<file path="src/rtl/strobe_pkg.sv">
package strobe_pkg;
    // current level encoding on the level output
    typedef enum logic [1:0] {LVL_OFF, LVL_FLASH, LVL_VIDEO} level_e;
    // dual-purpose pin configuration codes
    localparam logic [1:0] PIN_MODE_OPEN_DRAIN = 2'h0;
    localparam logic [1:0] PIN_MODE_PUSH_PULL = 2'h1;
    localparam logic [1:0] PIN_MODE_GPIO_OUT = 2'h2;
    localparam logic [1:0] PIN_MODE_GPIO_IN = 2'h3;
    localparam logic [1:0] PIN_MODE_RESET = PIN_MODE_OPEN_DRAIN;
    // serial-interface register image reset value
    localparam logic [7:0] CTRL_RESET = 8'h00;
endpackage

</file>
<file path="src/rtl/led_strobe_pin_control.sv">
// Contract
// - strobe low forces all sinks off
// - strobe high enables sinks at selected level
// - select low flash, select high video
// - select high disables video watchdog
// - mask high drops flash to video level
// - reset low: shutdown, registers cleared
// - reset high: run under serial commands
// - dual pin: gpio, open-drain or push-pull
// - dual pin defaults to open-drain power-good
`timescale 1ns/1ps
`default_nettype none
module led_strobe_pin_control
    import strobe_pkg::*;
(
    // clock and reset
    input wire logic SYS_CLK,
    input wire logic SRST,
    // camera strobe pins
    input wire logic STROBE_ENABLE_INPUT,
    input wire logic LEVEL_SELECT_INPUT,
    input wire logic TX_MASK_INPUT,
    input wire logic HW_RESET_N,
    // settings written over the serial interface
    input wire logic CMD_WRITE,
    input wire logic [7:0] CMD_DATA,
    input wire logic [1:0] CMD_PIN_MODE,
    input wire logic CMD_GPIO_VALUE,
    // analog status
    input wire logic OUTPUT_IN_REGULATION,
    input wire logic WATCHDOG_EXPIRED,
    // dual-purpose pin
    input wire logic GENERAL_PIN_OR_POWER_GOOD_IN,
    output logic GENERAL_PIN_OR_POWER_GOOD_OUT,
    output logic GENERAL_PIN_OR_POWER_GOOD_OE,
    // current sinks and status
    output logic CURRENT_SINK_A,
    output logic CURRENT_SINK_B,
    output logic CURRENT_SINK_C,
    output logic [1:0] LED_LEVEL,
    output logic WATCHDOG_ENABLE,
    output logic SHUTDOWN,
    output logic [7:0] CTRL_IMAGE,
    output logic GPIO_READ
);
    import strobe_pkg::*;

    // three groups of state: the serial-interface image and pin setup,
    // the sink enable with its level and watchdog, and the dual pin;
    // each has its own next-value process and its own register stage
    logic [7:0] ctrl, next_ctrl;
    logic [1:0] pin_mode, next_pin_mode;
    logic gpio_value, next_gpio_value;
    logic sink_on, next_sink_on;
    level_e level, next_level;
    logic wdog_en, next_wdog_en;
    logic shut, next_shut;
    logic wdog_stop, next_wdog_stop;
    logic pin_out, next_pin_out;
    logic pin_oe, next_pin_oe;
    logic gpio_rd, next_gpio_rd;

    // level selection; mask wins over flash only while it is high,
    // so releasing it before any watchdog lapse returns straight to flash without a new strobe
    function automatic level_e pick_level(input logic sel, input logic mask);
        if (sel) begin
            pick_level = LVL_VIDEO;
        end else if (mask) begin
            pick_level = LVL_VIDEO;
        end else begin
            pick_level = LVL_FLASH;
        end
    endfunction

    // serial-interface image and pin setup; the hardware reset wins
    // over a write in the same cycle, so no write lands while the
    // reset pin is low
    always_comb begin
        next_ctrl = ctrl;
        next_pin_mode = pin_mode;
        next_gpio_value = gpio_value;
        if (!HW_RESET_N) begin
            next_ctrl = CTRL_RESET;
            next_pin_mode = PIN_MODE_RESET;
            next_gpio_value = 1'b0;
        end else if (CMD_WRITE) begin
            next_ctrl = CMD_DATA;
            next_pin_mode = CMD_PIN_MODE;
            next_gpio_value = CMD_GPIO_VALUE;
        end
    end

    // sink enable, level and video watchdog; the stop flag is sticky
    // so a lapsed watchdog cannot be undone by the mask toggling,
    // only a dropped strobe, a reset or select going high lets the light come back
    always_comb begin
        next_sink_on = 1'b0;
        next_level = LVL_OFF;
        next_shut = 1'b1;
        next_wdog_stop = wdog_stop;
        next_wdog_en = 1'b0;
        if (!HW_RESET_N) begin
            next_wdog_stop = 1'b0;
        end else begin
            next_shut = 1'b0;
            if (STROBE_ENABLE_INPUT) begin
                next_level = pick_level(LEVEL_SELECT_INPUT, TX_MASK_INPUT);
                // a lapsed watchdog during masked video ends select-low light until strobe drops
                if (next_level == LVL_VIDEO && !LEVEL_SELECT_INPUT &&
                    WATCHDOG_EXPIRED) begin
                    next_wdog_stop = 1'b1;
                end
                next_sink_on = !(next_wdog_stop && !LEVEL_SELECT_INPUT);
                if (!next_sink_on) begin
                    next_level = LVL_OFF;
                end
                next_wdog_en = next_sink_on && !LEVEL_SELECT_INPUT;
            end else begin
                next_wdog_stop = 1'b0;
            end
        end
    end

    // dual-purpose pin drive; open-drain only pulls low when not good
    // the decode follows the mode being loaded, so a new setting shows
    // on the pin one cycle after its write, like every other output
    always_comb begin
        next_pin_out = 1'b0;
        next_pin_oe = 1'b0;
        next_gpio_rd = GENERAL_PIN_OR_POWER_GOOD_IN;
        case (next_pin_mode)
            PIN_MODE_OPEN_DRAIN: begin
                next_pin_oe = !OUTPUT_IN_REGULATION;
            end
            PIN_MODE_PUSH_PULL: begin
                next_pin_out = OUTPUT_IN_REGULATION;
                next_pin_oe = 1'b1;
            end
            PIN_MODE_GPIO_OUT: begin
                next_pin_out = next_gpio_value;
                next_pin_oe = 1'b1;
            end
            default: begin
                next_pin_oe = 1'b0;
            end
        endcase
    end

    // configuration registers
    always_ff @(posedge SYS_CLK) begin
        if (SRST) begin
            ctrl <= CTRL_RESET;
            pin_mode <= PIN_MODE_RESET;
            gpio_value <= 1'b0;
        end else begin
            ctrl <= next_ctrl;
            pin_mode <= next_pin_mode;
            gpio_value <= next_gpio_value;
        end
    end

    // sink registers; shutdown is also held through the system reset
    always_ff @(posedge SYS_CLK) begin
        if (SRST) begin
            sink_on <= 1'b0;
            level <= LVL_OFF;
            wdog_en <= 1'b0;
            shut <= 1'b1;
            wdog_stop <= 1'b0;
        end else begin
            sink_on <= next_sink_on;
            level <= next_level;
            wdog_en <= next_wdog_en;
            shut <= next_shut;
            wdog_stop <= next_wdog_stop;
        end
    end

    // pin registers; the pin sample lags the pin by one cycle
    always_ff @(posedge SYS_CLK) begin
        if (SRST) begin
            pin_out <= 1'b0;
            pin_oe <= 1'b0;
            gpio_rd <= 1'b0;
        end else begin
            pin_out <= next_pin_out;
            pin_oe <= next_pin_oe;
            gpio_rd <= next_gpio_rd;
        end
    end

    // all three sinks share one enable; analog sets per-sink current
    assign CURRENT_SINK_A = sink_on;
    assign CURRENT_SINK_B = sink_on;
    assign CURRENT_SINK_C = sink_on;
    assign LED_LEVEL = level;
    assign WATCHDOG_ENABLE = wdog_en;
    assign SHUTDOWN = shut;
    assign CTRL_IMAGE = ctrl;
    assign GENERAL_PIN_OR_POWER_GOOD_OUT = pin_out;
    assign GENERAL_PIN_OR_POWER_GOOD_OE = pin_oe;
    assign GPIO_READ = gpio_rd;
endmodule
`default_nettype wire

</file>
<file path="config.mk">
export PLATFORM = sky130hd
export DESIGN_NAME = led_strobe_pin_control
export DESIGN_NICKNAME = d
export VERILOG_FILES = /design/src/rtl/strobe_pkg.sv /design/src/rtl/led_strobe_pin_control.sv
export SDC_FILE = /design/constraint.sdc
export NUM_CORES = 1
export LEC_CHECK = 0
export BUFFER_PORTS_ARGS = -buffer_cell sky130_fd_sc_hd__buf_2
export CORE_ASPECT_RATIO = 0.8
export CORE_MARGIN = 10
export CORE_UTILIZATION = 35
export CTS_CLUSTER_SIZE = 40
export DETAILED_ROUTE_END_ITERATION = 12
export PLACE_DENSITY = 0.64
export SLEW_MARGIN = 20
export SYNTH_ARGS = -nofsm -noshare
export SYNTH_HDL_FRONTEND = slang
export SYNTH_SLANG_ARGS = --single-unit
</file>
<file path="constraint.sdc">
create_clock -name SYS_CLK -period 1.55 [get_ports SYS_CLK]
set_clock_uncertainty 0.2 [all_clocks]
set_input_delay 0.0775 -clock SYS_CLK [delete_from_list [all_inputs] [get_ports SYS_CLK]]
set_output_delay 0.0775 -clock SYS_CLK [all_outputs]
set_load 0.05 [all_outputs]
</file>
# == Word level (Yosys, flattened, before mapping) ==
# Index checks and enable logic that the tools add are counted.
# totals
in_bits,21
wordCells,42
output_inout_bits,18
regBits,20
# classes
n_reduce_logical,12
eq_ne,3
bitwise_logic,2
n_mux,14
# op_table
operator,count
2-bit 2-to-1 mux,6
1-bit 2-to-1 mux,6
2-bit == test (second input constant),2
1-bit logical AND,4
1-bit case mux with 2 select lines,2
2-bit OR reduction,2
4-bit OR reduction,1
1-bit logical NOT,3
3-bit OR reduction,1
2-bit by 1-bit == test with 1-bit output (second input constant),1
2-bit logical NOT,1
1-bit inverter,2

# == Depth between registers and ports, before layout ==
# Gate-level depths: netlist (run 1).
# depth
word_depth,13
mapped_depth,6
depth_no_buf,5

# == Worst setup path after synthesis (run 1) ==
# OpenSTA, ideal clock, no wires.
# synth_path
path_type,register to register
startpoint,reg pin_mode[1]
endpoint,"reg pin_oe, in the netlist GENERAL_PIN_OR_POWER_GOOD_OE"
required_ns,1.235
arrival_time_ns,1.076
stages_incl_launch_ff,5
slack_ns,0.159
setup_time_ns,0.115
path_buffers,0
period_less_slack_ns,1.391
path_cell_list,dfxtp_1 -> mux2i_1 -> or2b_1 -> ha_1 -> o21a_1
# synth_via
elab_chain_cells,5
elab_cells_between_ends,7
classes_between,eq/ne (2); mux (3); reduce/logical (2)
# synth_rtl
element,line_no,source
from (decl),led_strobe_pin_control.sv:52,"logic [1:0] pin_mode, next_pin_mode;"
from (signal assigned),led_strobe_pin_control.sv:157,pin_mode <= next_pin_mode;
2-bit 2-to-1 mux (*),led_strobe_pin_control.sv:86,end else if (CMD_WRITE) begin
2-bit 2-to-1 mux (*),led_strobe_pin_control.sv:82,if (!HW_RESET_N) begin
2-bit == test or 2-bit by 1-bit == test with 1-bit output (tied branches),led_strobe_pin_control.sv:131,case (next_pin_mode)
2-bit OR reduction (no line),n/a,
1-bit case mux with 2 select lines (*),led_strobe_pin_control.sv:131,
to (signal assigned),led_strobe_pin_control.sv:187,pin_oe <= next_pin_oe;
to (decl),led_strobe_pin_control.sv:60,"logic pin_oe, next_pin_oe;"
# Every way passes the cells marked *; elsewhere a longest branch is shown, timed or not.
# A chain may end at the register's enable or synchronous reset.

# == Worst setup path in the final report (run 1) ==
# layout_path
startpoint,reg pin_mode[1]
endpoint,reg pin_mode[1]
# layout_via
elab_chain_cells,2
# layout_rtl
element,line_no
2-bit 2-to-1 mux,led_strobe_pin_control.sv:86
2-bit 2-to-1 mux,led_strobe_pin_control.sv:82
# No other way between the ends.

==> summary.txt, run 1 <==
Logic synthesis
  • Synth warn: 0
  • Synth cell types: 22
  • Syn Inst Count: 73
  • Post-Syn Area: 807.0 um2
  • Syn nets: 98
  • Synth Register Bits: 20
  • Post-synthesis sequential area ratio: 49.61%
  • Synth Area per Inst: 11.06 um2

Place
  • Placed Cells: 134
  • Port bufs: 38
  • Post-DP HPWL: 1521 um
  • DP Area: 0.001012 mm2
  • Gpl congestion: 0.7144
  • Placement Setup Slack: 0.08419 ns

Die
  • Die Footprint: 0.004638 mm2
  • Die width: 73.69 um
  • Num rows: 15
  • Total core area: 0.002177 mm2
  • Boundary Pins: 39
  • Die height: 62.95 um
  • Starting Density: 37.07%

Timing
  • Max Clock Freq: 668.9 MHz
  • Final period utilization: 96.46%
  • Slew @ Worst Pin: 0.3424 ns
  • Max Slew Vio Count: 0
  • Tmin final: 1.495 ns
  • Final hold vios: 0
  • Worst hold slack: 0.03555 ns
  • Rel. slew slack: 77.17%
  • # setup viols final: 0
  • Setup WS post-layout: 0.05494 ns

Setup path
  • Crit Path Max Fanout: 3
  • Critical path type: flip-flop to flip-flop
  • Crit path capture type: flip-flop
  • CP Data Arrival Time: 1.49 ns
  • Cells along the critical path: mux2i_2, dlygate4sd3_1, nor3b_2
  • CP Launch Type: flip-flop
  • CP Data Required Time: 1.55 ns
  • Slowest cell on crit path: dlygate4sd3_1
  • CP max stage delay: 0.61 ns

Global routing
  • Wire length of the first global-routing pass: 3443 um
  • Total GRT Usage: 9.136%
  • Total grt overflow: 0
  • Vias in the first global route: 780
  • Largest net degree at the start of global routing: 13
  • Initial antenna violation count: 0

Layout
  • Final nets: 159
  • Finished Layout Cells: 158
  • Ant diodes: 0
  • Share of cells above drive strength 1: 38.35%
  • Post-Layout Inst Area: 0.001292 mm2
  • Synthesis-to-layout area growth: 60.16%
  • # fillers: 195

Route
  • DR iter-0 viols: 17
  • Drt pass-1 iters: 4
  • DR WL/cell: 13.36 um
  • Total Wirelength: 2111 um
  • DR vias/cell: 4.601
  • Routed Antenna Nets: 0
  • DR vias: 727
  • DRC: 0

CTS
  • H-tree levels: 1
  • Worst skew pair latency: 0.30 ns
  • Clk sinks: 20
  • TritonCTS buffer count: 3
  • Worst-path clk slew: 0.11 ns
  • Clock Tree Buf Depth: 2
  • CTS tree: done
  • Root buffer cell: clkbuf_4
  • Post-CTS Setup Bufs: 0

Power and ir drop
  • Sequential share of power: 45.5%
  • Net Sw Power: 0.2874 mW
  • Int Power: 0.8950 mW
  • Comb power frac: 19.4%
  • Worst IR drop on VDD: 1.060 mV
  • Lkg Pwr: 0.6316 nW
  • Clock power frac: 35.1%
  • PwrDens: 914.8 mW/mm2
  • Switching portion of total power: 24.31%

Run
  • Max Cap Viol: 0

Worst hold path
  • Hold WC Path Type: primary input to flip-flop

Outcome
  • Status: complete, no violations
synth_stat cells:
library cell	instances	share of area, %
dfxtp_1	20	50
mux2i_1	11	14
nor2_1	10	4.7
ha_1	4	6.2
nor2b_1	4	3.1
a21oi_1	3	1.9
buf_4	2	1.9
inv_1	2	0.93
nand2b_1	2	1.6
nand4b_1	2	2.2
nor3b_1	2	1.9
a2111oi_2	1	1.9
a21o_1	1	0.93
buf_2	1	0.62
buf_6	1	1.4
nand3b_1	1	0.93
nand3b_4	1	2.5
nor4_1	1	0.78
o21a_1	1	0.93
o21ai_0	1	0.62
or2b_1	1	0.93
or3b_1	1	1.1
critical path: cells and delay by family, from the launching register on:
kind                   cells  cell delay (ns)
muxes                      1             0.20
and+or+nand+nor            1             0.05
buffers and inverters      1             0.61
DFF                        1             0.33
repair_timing:
action,CTS,global route
endpoints found under the setup margin,0,3
resized for setup,0,6
endpoints found under the hold margin,19,1
hold buffers,20,1
final cells by class:
cell class	count	area, um2	share of cell area (%)
clock buffer	3	22.52	1.742
clock inverter	1	30.03	2.323
inverter	2	7.507	0.5808
multi-input combinational	47	394.1	30.49
sequential	20	401.6	31.07
tap	25	31.28	2.420
timing repair buffer	60	405.4	31.36
power by group through the flow:
stage	sequential, mW	combinational (mW)	clock (mW)
2_1_floorplan	0.603	0.0684	0
3_3_place_gp	0.549	0.180	0
3_5_place_dp	0.550	0.183	0
4_1_cts	0.538	0.222	0.428
5_1_grt	0.541	0.248	0.455
6_report	0.538	0.229	0.415
routing by layer:
metal / global-route usage, % / vias up / share of wire (%)
met1: 9.507 / 323 / 42
met5: 0 / - / 0
li1: - / 370 / -
met4: 1.395 / 0 / 0.38
met2: 15.00 / 32 / 45
met3: 6.190 / 2 / 12
state kept, by name, summed over array words and instances, names as in the netlist:
| signal | count |
|---|---|
| CTRL_IMAGE | 8 |
| CURRENT_SINK_A | 1 |
| GENERAL_PIN_OR_POWER_GOOD_OE | 1 |
| GENERAL_PIN_OR_POWER_GOOD_OUT | 1 |
| GPIO_READ | 1 |
| LED_LEVEL | 2 |
| SHUTDOWN | 1 |
| WATCHDOG_ENABLE | 1 |
| gpio_value | 1 |
| pin_mode | 2 |
| wdog_stop | 1 |
kinds of logic after synthesis:
| kind of cell | after synthesis | share of synthesized area, % |
|---|---|---|
| buf+inv | 6 | 4.805 |
| flops | 20 | 49.61 |
| simple gates | 25 | 19.54 |
| compound gates | 7 | 6.201 |
| mux | 11 | 13.64 |
| fa+ha+maj | 4 | 6.202 |
through the flow:
step | TNS [ns] | utilization [%] | total power, mW
2_1_floorplan | 0 | - | 0.6717
3_3_place_gp | 0 | 46.49 | 0.7293
3_5_place_dp | 0 | 46.49 | 0.7329
4_1_cts | 0 | 58.10 | 1.188
5_1_grt | -0.0005018 | 59.37 | 1.244
6_report | 0 | 59.37 | 1.182
placed cells by master, fill, tap and decap left out, types with 3 or more instances in the layout:
master / Yosys / final
buf_2: 1 / 38
dlygate4sd3_1: 0 / 20
dfxtp_1: 20 / 19
mux2i_1: 11 / 10
nor2_1: 10 / 10
nor2b_1: 4 / 4
a21oi_1: 3 / 3
ha_1: 4 / 3
clkbuf_4: 0 / 3
worst paths after layout:
path              startpoint       endpoint  slack, ns  cells past startpoint
min reg2reg    CTRL_IMAGE[4]  CTRL_IMAGE[4]       0.30                      2
max              pin_mode[1]    pin_mode[1]       0.05                      3
max reg2reg      pin_mode[1]    pin_mode[1]       0.05                      3
min          CMD_PIN_MODE[0]    pin_mode[0]       0.04                      4
Power figures use the tool's default switching activity.
==> inputs of run 2 (changes only) <==
- RECOVER_POWER: not set -> 25
==> run 2 against run 1 <==
Core utilization down 1.0 points. Final cell count unchanged. Combinational power down 2%. Maximum frequency up 0.17%. Register-to-register slack about the same. Setup slack better by 0.0026 ns.
==> summary.txt, run 2 (same netlist as run 1, synthesis figures left out) <==
Route
  • DR iter-0 viols: 16 (-1)
  • Drt pass-1 iters: 4 (unchanged)
  • DR vias: 726 (-0.14%)
  • Met2 Wirelength: 964 um (+0.94%)
  • Top layer in use: met4
  • Total Wirelength: 2108 um (-0.14%)
  • WL met1: 879 um (-1.3%)
  • Routed Antenna Nets: 0 (unchanged)
  • Met3 Wirelength: 255 um (unchanged)
  • DR WL/cell: 13.34 um (-0.14%)
  • DR vias/cell: 4.595 (-0.14%)
  • DRC: 0 (unchanged)

Global routing
  • Total grt overflow: 0 (unchanged)
  • Total GRT Usage: 9.136% (unchanged)
  • Largest net degree at the start of global routing: 13 (unchanged)
  • Wire length of the first global-routing pass: 3443 um (unchanged)
  • Vias in the first global route: 780 (unchanged)
  • Initial antenna violation count: 0 (unchanged)

Layout
  • Final nets: 159 (unchanged)
  • Max FFs per register: 8 (unchanged)
  • Most frequent cells in the layout: buf_2 (34), dlygate4sd3_1 (20), dfxtp_1 (19)
  • Ant diodes: 0 (unchanged)
  • Share of cells above drive strength 1: 33.83% (-4.5 points)
  • Post-Layout Inst Area: 0.001270 mm2 (-1.7%)
  • Commonest non-fill, non-tap cell in the layout: buf_2
  • Synthesis-to-layout area growth: 57.36%

Die
  • Boundary Pins: 39 (unchanged)
  • Die height: 62.95 um (unchanged)
  • Die width: 73.69 um (unchanged)
  • Total core area: 0.002177 mm2 (unchanged)
  • Starting Density: 37.07% (unchanged)
  • Num rows: 15 (unchanged)
  • Die Footprint: 0.004638 mm2 (unchanged)

Timing
  • Final hold vios: 0 (unchanged)
  • Slew @ Worst Pin: 0.6080 ns (+0.2656 ns)
  • Final period utilization: 96.29% (-0.17 points)
  • Sum Neg Setup Slack: 0 ns (unchanged)
  • Tmin final: 1.492 ns (-0.002569 ns)
  • Rel. slew slack: 59.64% (-18 points)
  • # setup viols final: 0 (unchanged)
  • Max Slew Vio Count: 0 (unchanged)
  • Max Clock Freq: 670.0 MHz (+0.17%)
  • RSZ-0062 raised after global routing: no

Power and ir drop
  • Lkg Pwr: 0.6020 nW (-4.7%)
  • Worst IR drop on VDD: 1.055 mV (-0.49%)
  • PwrDens: 926.8 mW/mm2 (+1.3%)

CTS
  • Clk sinks: 20 (unchanged)
  • Clock Tree Buf Depth: 2 (unchanged)
  • TritonCTS buffer count: 3 (unchanged)
  • Worst-path clk slew: 0.11 ns (about the same)
  • Worst skew pair latency: 0.30 ns (about the same)
  • H-tree levels: 1 (unchanged)
  • Root buffer cell: clkbuf_4
  • CTS tree: done

Run
  • Max Cap Viol: 0 (unchanged)

Worst hold path
  • Hold Startpoint: CMD_PIN_MODE[0]
  • Hold Path Depth: 4 (unchanged)
  • Worst hold endpoint: pin_mode[0]
  • Hold WC Path Type: primary input to flip-flop

Setup path
  • Slowest cell on crit path: dlygate4sd3_1
  • R2R Path End: pin_mode[1]
  • R2R cell count: 3 (unchanged)
  • CP delay by family, top: buffers and inverters
  • CP Launch Type: flip-flop
  • CP Data Arrival Time: 1.49 ns (about the same)
  • Worst R2R Setup Slack: 0.06 ns (about the same)
  • Crit Path Max Fanout: 3 (unchanged)
  • Worst path bufs/invs: 1 (unchanged)
  • Cells along the critical path: mux2i_2, dlygate4sd3_1, nor3b_2
  • Crit. path cell count: 3 (unchanged)
  • Worst r2r src: pin_mode[1]
  • CP Data Required Time: 1.55 ns (about the same)
  • Crit path capture type: flip-flop
  • CP max stage delay: 0.61 ns (about the same)
  • Critical path type: flip-flop to flip-flop

Outcome
  • Status: complete, no violations

Place
  • Post-DP HPWL: 1521 um (unchanged)
  • Gpl congestion: 0.7144 (unchanged)
  • DP Area: 0.001012 mm2 (unchanged)
  • Port bufs: 38 (unchanged)
==> run 2: repair_timing <==
action	CTS	global route
resized for setup	0	6
hold buffers	20	1
setup buffers	0	0
hold endpoints to repair	19	1
setup endpoints to repair	0	3
==> run 2: area by class of cell <==
class	count	area, um2
fill	201	907.1
sequential	20	401.6
timing repair buffer	60	400.4
multi-input combinational	47	376.6
tap	25	31.28
clock inverter	1	30.03
clock buffer	3	22.52
inverter	2	7.507
==> run 2: worst register-to-register path, delay by kind of cell (launching register included) <==
kind	cells	cell delay, ns
buf+inv	1	0.61
flops	1	0.33
mux	1	0.20
simple gates	1	0.05
==> run 2: per-layer routing <==
metal / vias to the layer above / GRT usage (%)
met2: 32 / 15.00
met3: 2 / 6.190
met5: - / 0
li1: 370 / -
met4: 0 / 1.395
met1: 322 / 9.507
==> run 2: worst max path at each step <==
stage                     start                       endpoint  slack (ns)
floorplan           pin_mode[1]   GENERAL_PIN_OR_POWER_GOOD_OE        0.16
global placement    pin_mode[1]   GENERAL_PIN_OR_POWER_GOOD_OE        0.13
detailed placement  pin_mode[1]  GENERAL_PIN_OR_POWER_GOOD_OUT        0.08
CTS                 pin_mode[0]                    pin_mode[0]        0.05
global route        pin_mode[1]                    pin_mode[1]      0.0008
finish              pin_mode[1]                    pin_mode[1]        0.06
==> run 2: metrics by stage <==
| step | instances | utilization [%] | setup slack (ns) | power [mW] | hold slack, ns |
|---|---|---|---|---|---|
| after global placement | 134 | 46.49 | 0.1315 | 0.7293 | 0.08876 |
| after detailed placement | 134 | 46.49 | 0.08419 | 0.7329 | 0.09581 |
| final | 158 | 58.33 | 0.05751 | 1.177 | 0.03136 |
| after global routing | 158 | 58.33 | 0.0007552 | 1.239 | 0.06546 |
| after CTS | 158 | 58.10 | 0.05365 | 1.188 | 0.05439 |
| after floorplan | 73 | - | 0.1590 | 0.6717 | -0.05364 |
==> run 2: report_power, final <==
part	internal, mW	switching, mW	total (mW)
combinational	0.0989	0.125	0.224
clock	0.261	0.153	0.415
sequential	0.532	0.00662	0.538
total	0.892	0.285	1.18
==> inputs of run 3 (changes only) <==
- ABC_AREA: not set -> 1
==> run 3 against run 2 <==
Sequential share of layout area down 0.74 points. Synthesized cell count up 32%. Sequential power about the same.
==> summary.txt, run 3 <==
Route
  • Routed Antenna Nets: 0 (unchanged)
  • Met3 Wirelength: 320 um (+25%)
  • Met2 Wirelength: 1052 um (+9.1%)
  • DR WL/cell: 12.47 um (-6.6%)
  • Top layer in use: met4
  • WL met1: 935 um (+6.4%)
  • Total Wirelength: 2319 um (+10%)
  • DR vias: 795 (+9.5%)
  • Drt pass-1 iters: 4 (unchanged)
  • DR iter-0 viols: 32 (+16)
  • DRC: 0 (unchanged)
  • DR vias/cell: 4.274 (-7.0%)

Timing
  • Sum Neg Setup Slack: 0 ns (unchanged)
  • Max Clock Freq: 659.6 MHz (-1.6%)
  • RSZ-0062 raised after global routing: no
  • Tmin final: 1.516 ns (+0.02351 ns)
  • # setup viols final: 0 (unchanged)
  • Final period utilization: 97.81% (+1.5 points)
  • Final hold vios: 0 (unchanged)
  • Slew @ Worst Pin: 0.2607 ns (-0.3473 ns)
  • Max Slew Vio Count: 0 (unchanged)
  • Rel. slew slack: 82.60% (+23 points)
  • Worst hold slack: 0.02030 ns (-0.01105 ns)

Layout
  • Final nets: 187 (+18%)
  • Post-layout util: 59.54% (+1.2 points)
  • Commonest non-fill, non-tap cell in the layout: buf_2
  • # fillers: 188 (-6.5%)
  • Multi-input gate area in the final layout: 314.1 um2 (-17%)
  • Most frequent cells in the layout: buf_2 (37), dlygate4sd3_1 (23), nand2_1 (22)
  • Share of cells above drive strength 1: 36.02% (+2.2 points)
  • FF+latch area: 400.4 um2 (-0.31%)
  • Synthesis-to-layout area growth: 61.12%
  • Max FFs per register: 8 (unchanged)
  • Ant diodes: 0 (unchanged)

Logic synthesis
  • Area leader, netlist: dfxtp_1
  • Post-Synth XOR/XNOR Area: 0% (unchanged)
  • Most common cell in the netlist: nand2_1
  • Largest family of logic cells by synthesized area: simple AND/OR/NAND/NOR gates
  • Compound-gate portion of the synthesized area: 9.020% (+2.8 points)
  • Top cell type's share of synthesized area: 49.77% (+0.15 points)
  • Commonest cells post-synth: nand2_1 (22), dfxtp_1 (20), a21oi_1 (10)
  • Post-Syn Area: 804.5 um2 (-0.31%)
  • Synth area leaders: dfxtp_1 (50%), nand2_1 (10%), a21oi_1 (6.2%)
  • Simple-gate share of the synthesized area: 24.26% (+4.7 points)
  • Synth warn: 0 (unchanged)
  • Synth Area per Inst: 8.380 um2 (-24%)
  • Post-synthesis sequential area ratio: 49.77% (+0.15 points)
  • Syn nets: 121 (+23%)
  • Mux contribution to synthesized area: 0% (-14 points)
  • Post-synthesis adder-cell area fraction: 6.221% (+0.019 points)
  • Primary FF master, synth: dfxtp_1
  • EDFF count, synth: 0 (unchanged)
  • Synth cell types: 19 (-14%)
  • Syn Inst Count: 96 (+32%)
  • Synth Register Bits: 20 (unchanged)
  • Fraction of registers with async set/reset: 0% (unchanged)

Global routing
  • Vias in the first global route: 815 (+4.5%)
  • Wire length of the first global-routing pass: 3663 um (+6.4%)
  • Total grt overflow: 0 (unchanged)
  • Total GRT Usage: 9.665% (+0.53 points)
  • Largest net degree at the start of global routing: 13 (unchanged)
  • Initial antenna violation count: 0 (unchanged)

Place
  • Port bufs: 38 (unchanged)
  • Gpl congestion: 0.7849 (+9.9%)
  • Post-DP HPWL: 1596 um (+4.9%)

Power and ir drop
  • Worst IR drop on VDD: 0.8169 mV (-23%)
  • Switching portion of total power: 25.79% (+1.6 points)
  • Net Sw Power: 0.3090 mW (+8.4%)
  • Sequential share of power: 45.0% (-0.7 points)
  • Clock power frac: 35.5% (+0.3 points)
  • Int Power: 0.8893 mW (-0.30%)
  • Lkg Pwr: 0.6664 nW (+11%)
  • Comb power frac: 19.5% (+0.5 points)
  • PwrDens: 924.4 mW/mm2 (-0.26%)

Setup path
  • Worst R2R Setup Slack: 0.05 ns (about the same)
  • CP Launch Type: primary input
  • CP Data Arrival Time: 1.55 ns (+0.06 ns)
  • CP Data Required Time: 1.59 ns (+0.04 ns)
  • R2R cell count: 5 (+2)
  • Worst r2r src: pin_mode[1]
  • R2R Path End: pin_mode[1]
  • Crit path capture type: flip-flop
  • Crit Path Max Fanout: 2 (-1)
  • Critical path type: primary input to flip-flop

Worst hold path
  • Hold Path Depth: 4 (unchanged)
  • Hold WC Path Type: primary input to flip-flop
  • Hold Startpoint: CMD_WRITE
  • Worst hold endpoint: CTRL_IMAGE[3]

Die
  • Boundary Pins: 39 (unchanged)
  • Die Footprint: 0.004628 mm2 (-0.22%)
  • Die height: 62.88 um (-0.11%)
  • Starting Density: 36.95% (-0.11 points)
  • Die width: 73.61 um (-0.11%)
  • Total core area: 0.002177 mm2 (unchanged)
  • Num rows: 15 (unchanged)

CTS
  • TritonCTS buffer count: 3 (unchanged)
  • Clk sinks: 20 (unchanged)
  • Worst skew pair latency: 0.30 ns (about the same)
  • H-tree levels: 1 (unchanged)
  • Clock Tree Buf Depth: 2 (unchanged)
  • Root buffer cell: clkbuf_4
  • Worst-path clk slew: 0.12 ns (about the same)
  • CTS tree: done

Outcome
  • Status: complete, no violations

Run
  • Max Cap Viol: 0 (unchanged)
-- run 3: changes by cell type after synthesis, sizes merged, moves of 4 or more --
cell   previous run  this run
a21oi             3        11
inv               2        13
mux2i            11         0
nand2             0        26
nor2b             4         0
-- run 3: stage by stage --
stage,area [um2],power (mW),cells,worst slack (ns)
after detailed placement,1003,0.7363,157,0.1066
final,1296,1.198,186,0.03401
after CTS,1286,1.202,184,0.01482
after floorplan,804.5,0.6783,96,0.2404
after global placement,1003,0.7328,157,0.1779
after global routing,1296,1.250,186,0.002293
-- run 3: logic make-up after synthesis --
family / after synthesis
buf+inv: 17
compound gates: 13
flops: 20
simple gates: 42
fa+ha+maj: 4
-- run 3: layer usage --
layer / vias to the layer above / global-route usage (%)
met5: - / 0
met4: 0 / 1.395
met3: 2 / 7.619
met2: 29 / 14.89
met1: 342 / 10.30
li1: 422 / -
-- run 3: how the worst max path moves through the flow --
stage	startpoint	endpoint	cells past startpoint
6_report	STROBE_ENABLE_INPUT	WATCHDOG_ENABLE	5
5_1_grt	pin_mode[1]	pin_mode[1]	5
4_1_cts	pin_mode[1]	pin_mode[1]	5
3_5_place_dp	CMD_WRITE	GENERAL_PIN_OR_POWER_GOOD_OE	6
3_3_place_gp	CMD_WRITE	GENERAL_PIN_OR_POWER_GOOD_OE	8
2_1_floorplan	pin_mode[1]	GENERAL_PIN_OR_POWER_GOOD_OE	6
-- run 3: power groups by stage --
stage	Clock [mW]	Combinational, mW	Sequential, mW
2_1_floorplan	0	0.0729	0.605
3_3_place_gp	0	0.183	0.550
3_5_place_dp	0	0.186	0.551
4_1_cts	0.434	0.229	0.539
5_1_grt	0.455	0.253	0.542
6_report	0.426	0.233	0.539
-- run 3: timing repair --
| item | 4_1_cts | 5_1_grt |
|---|---|---|
| resized for setup | 0 | 2 |
| endpoints found under the hold margin | 20 | 0 |
| setup endpoints to repair | 0 | 2 |
| hold buffers | 23 | 0 |
| setup buffers | 0 | 2 |
-- run 3: critical path, stage by stage --
cell,delay (ns)
dlygate4sd3_1,0.52
buf_2,0.11
nand2_2,0.06
dlygate4sd3_1,0.61
nor3_2,0.17
-- run 3: area by class of cell --
type | instances | area share [%]
clock inverters | 1 | 2.317
flip-flops and latches | 20 | 30.89
repair buffers | 65 | 34.65
multi-input cells | 59 | 24.23
well taps | 25 | 2.413
inverters | 13 | 3.764
clock buffers | 3 | 1.737
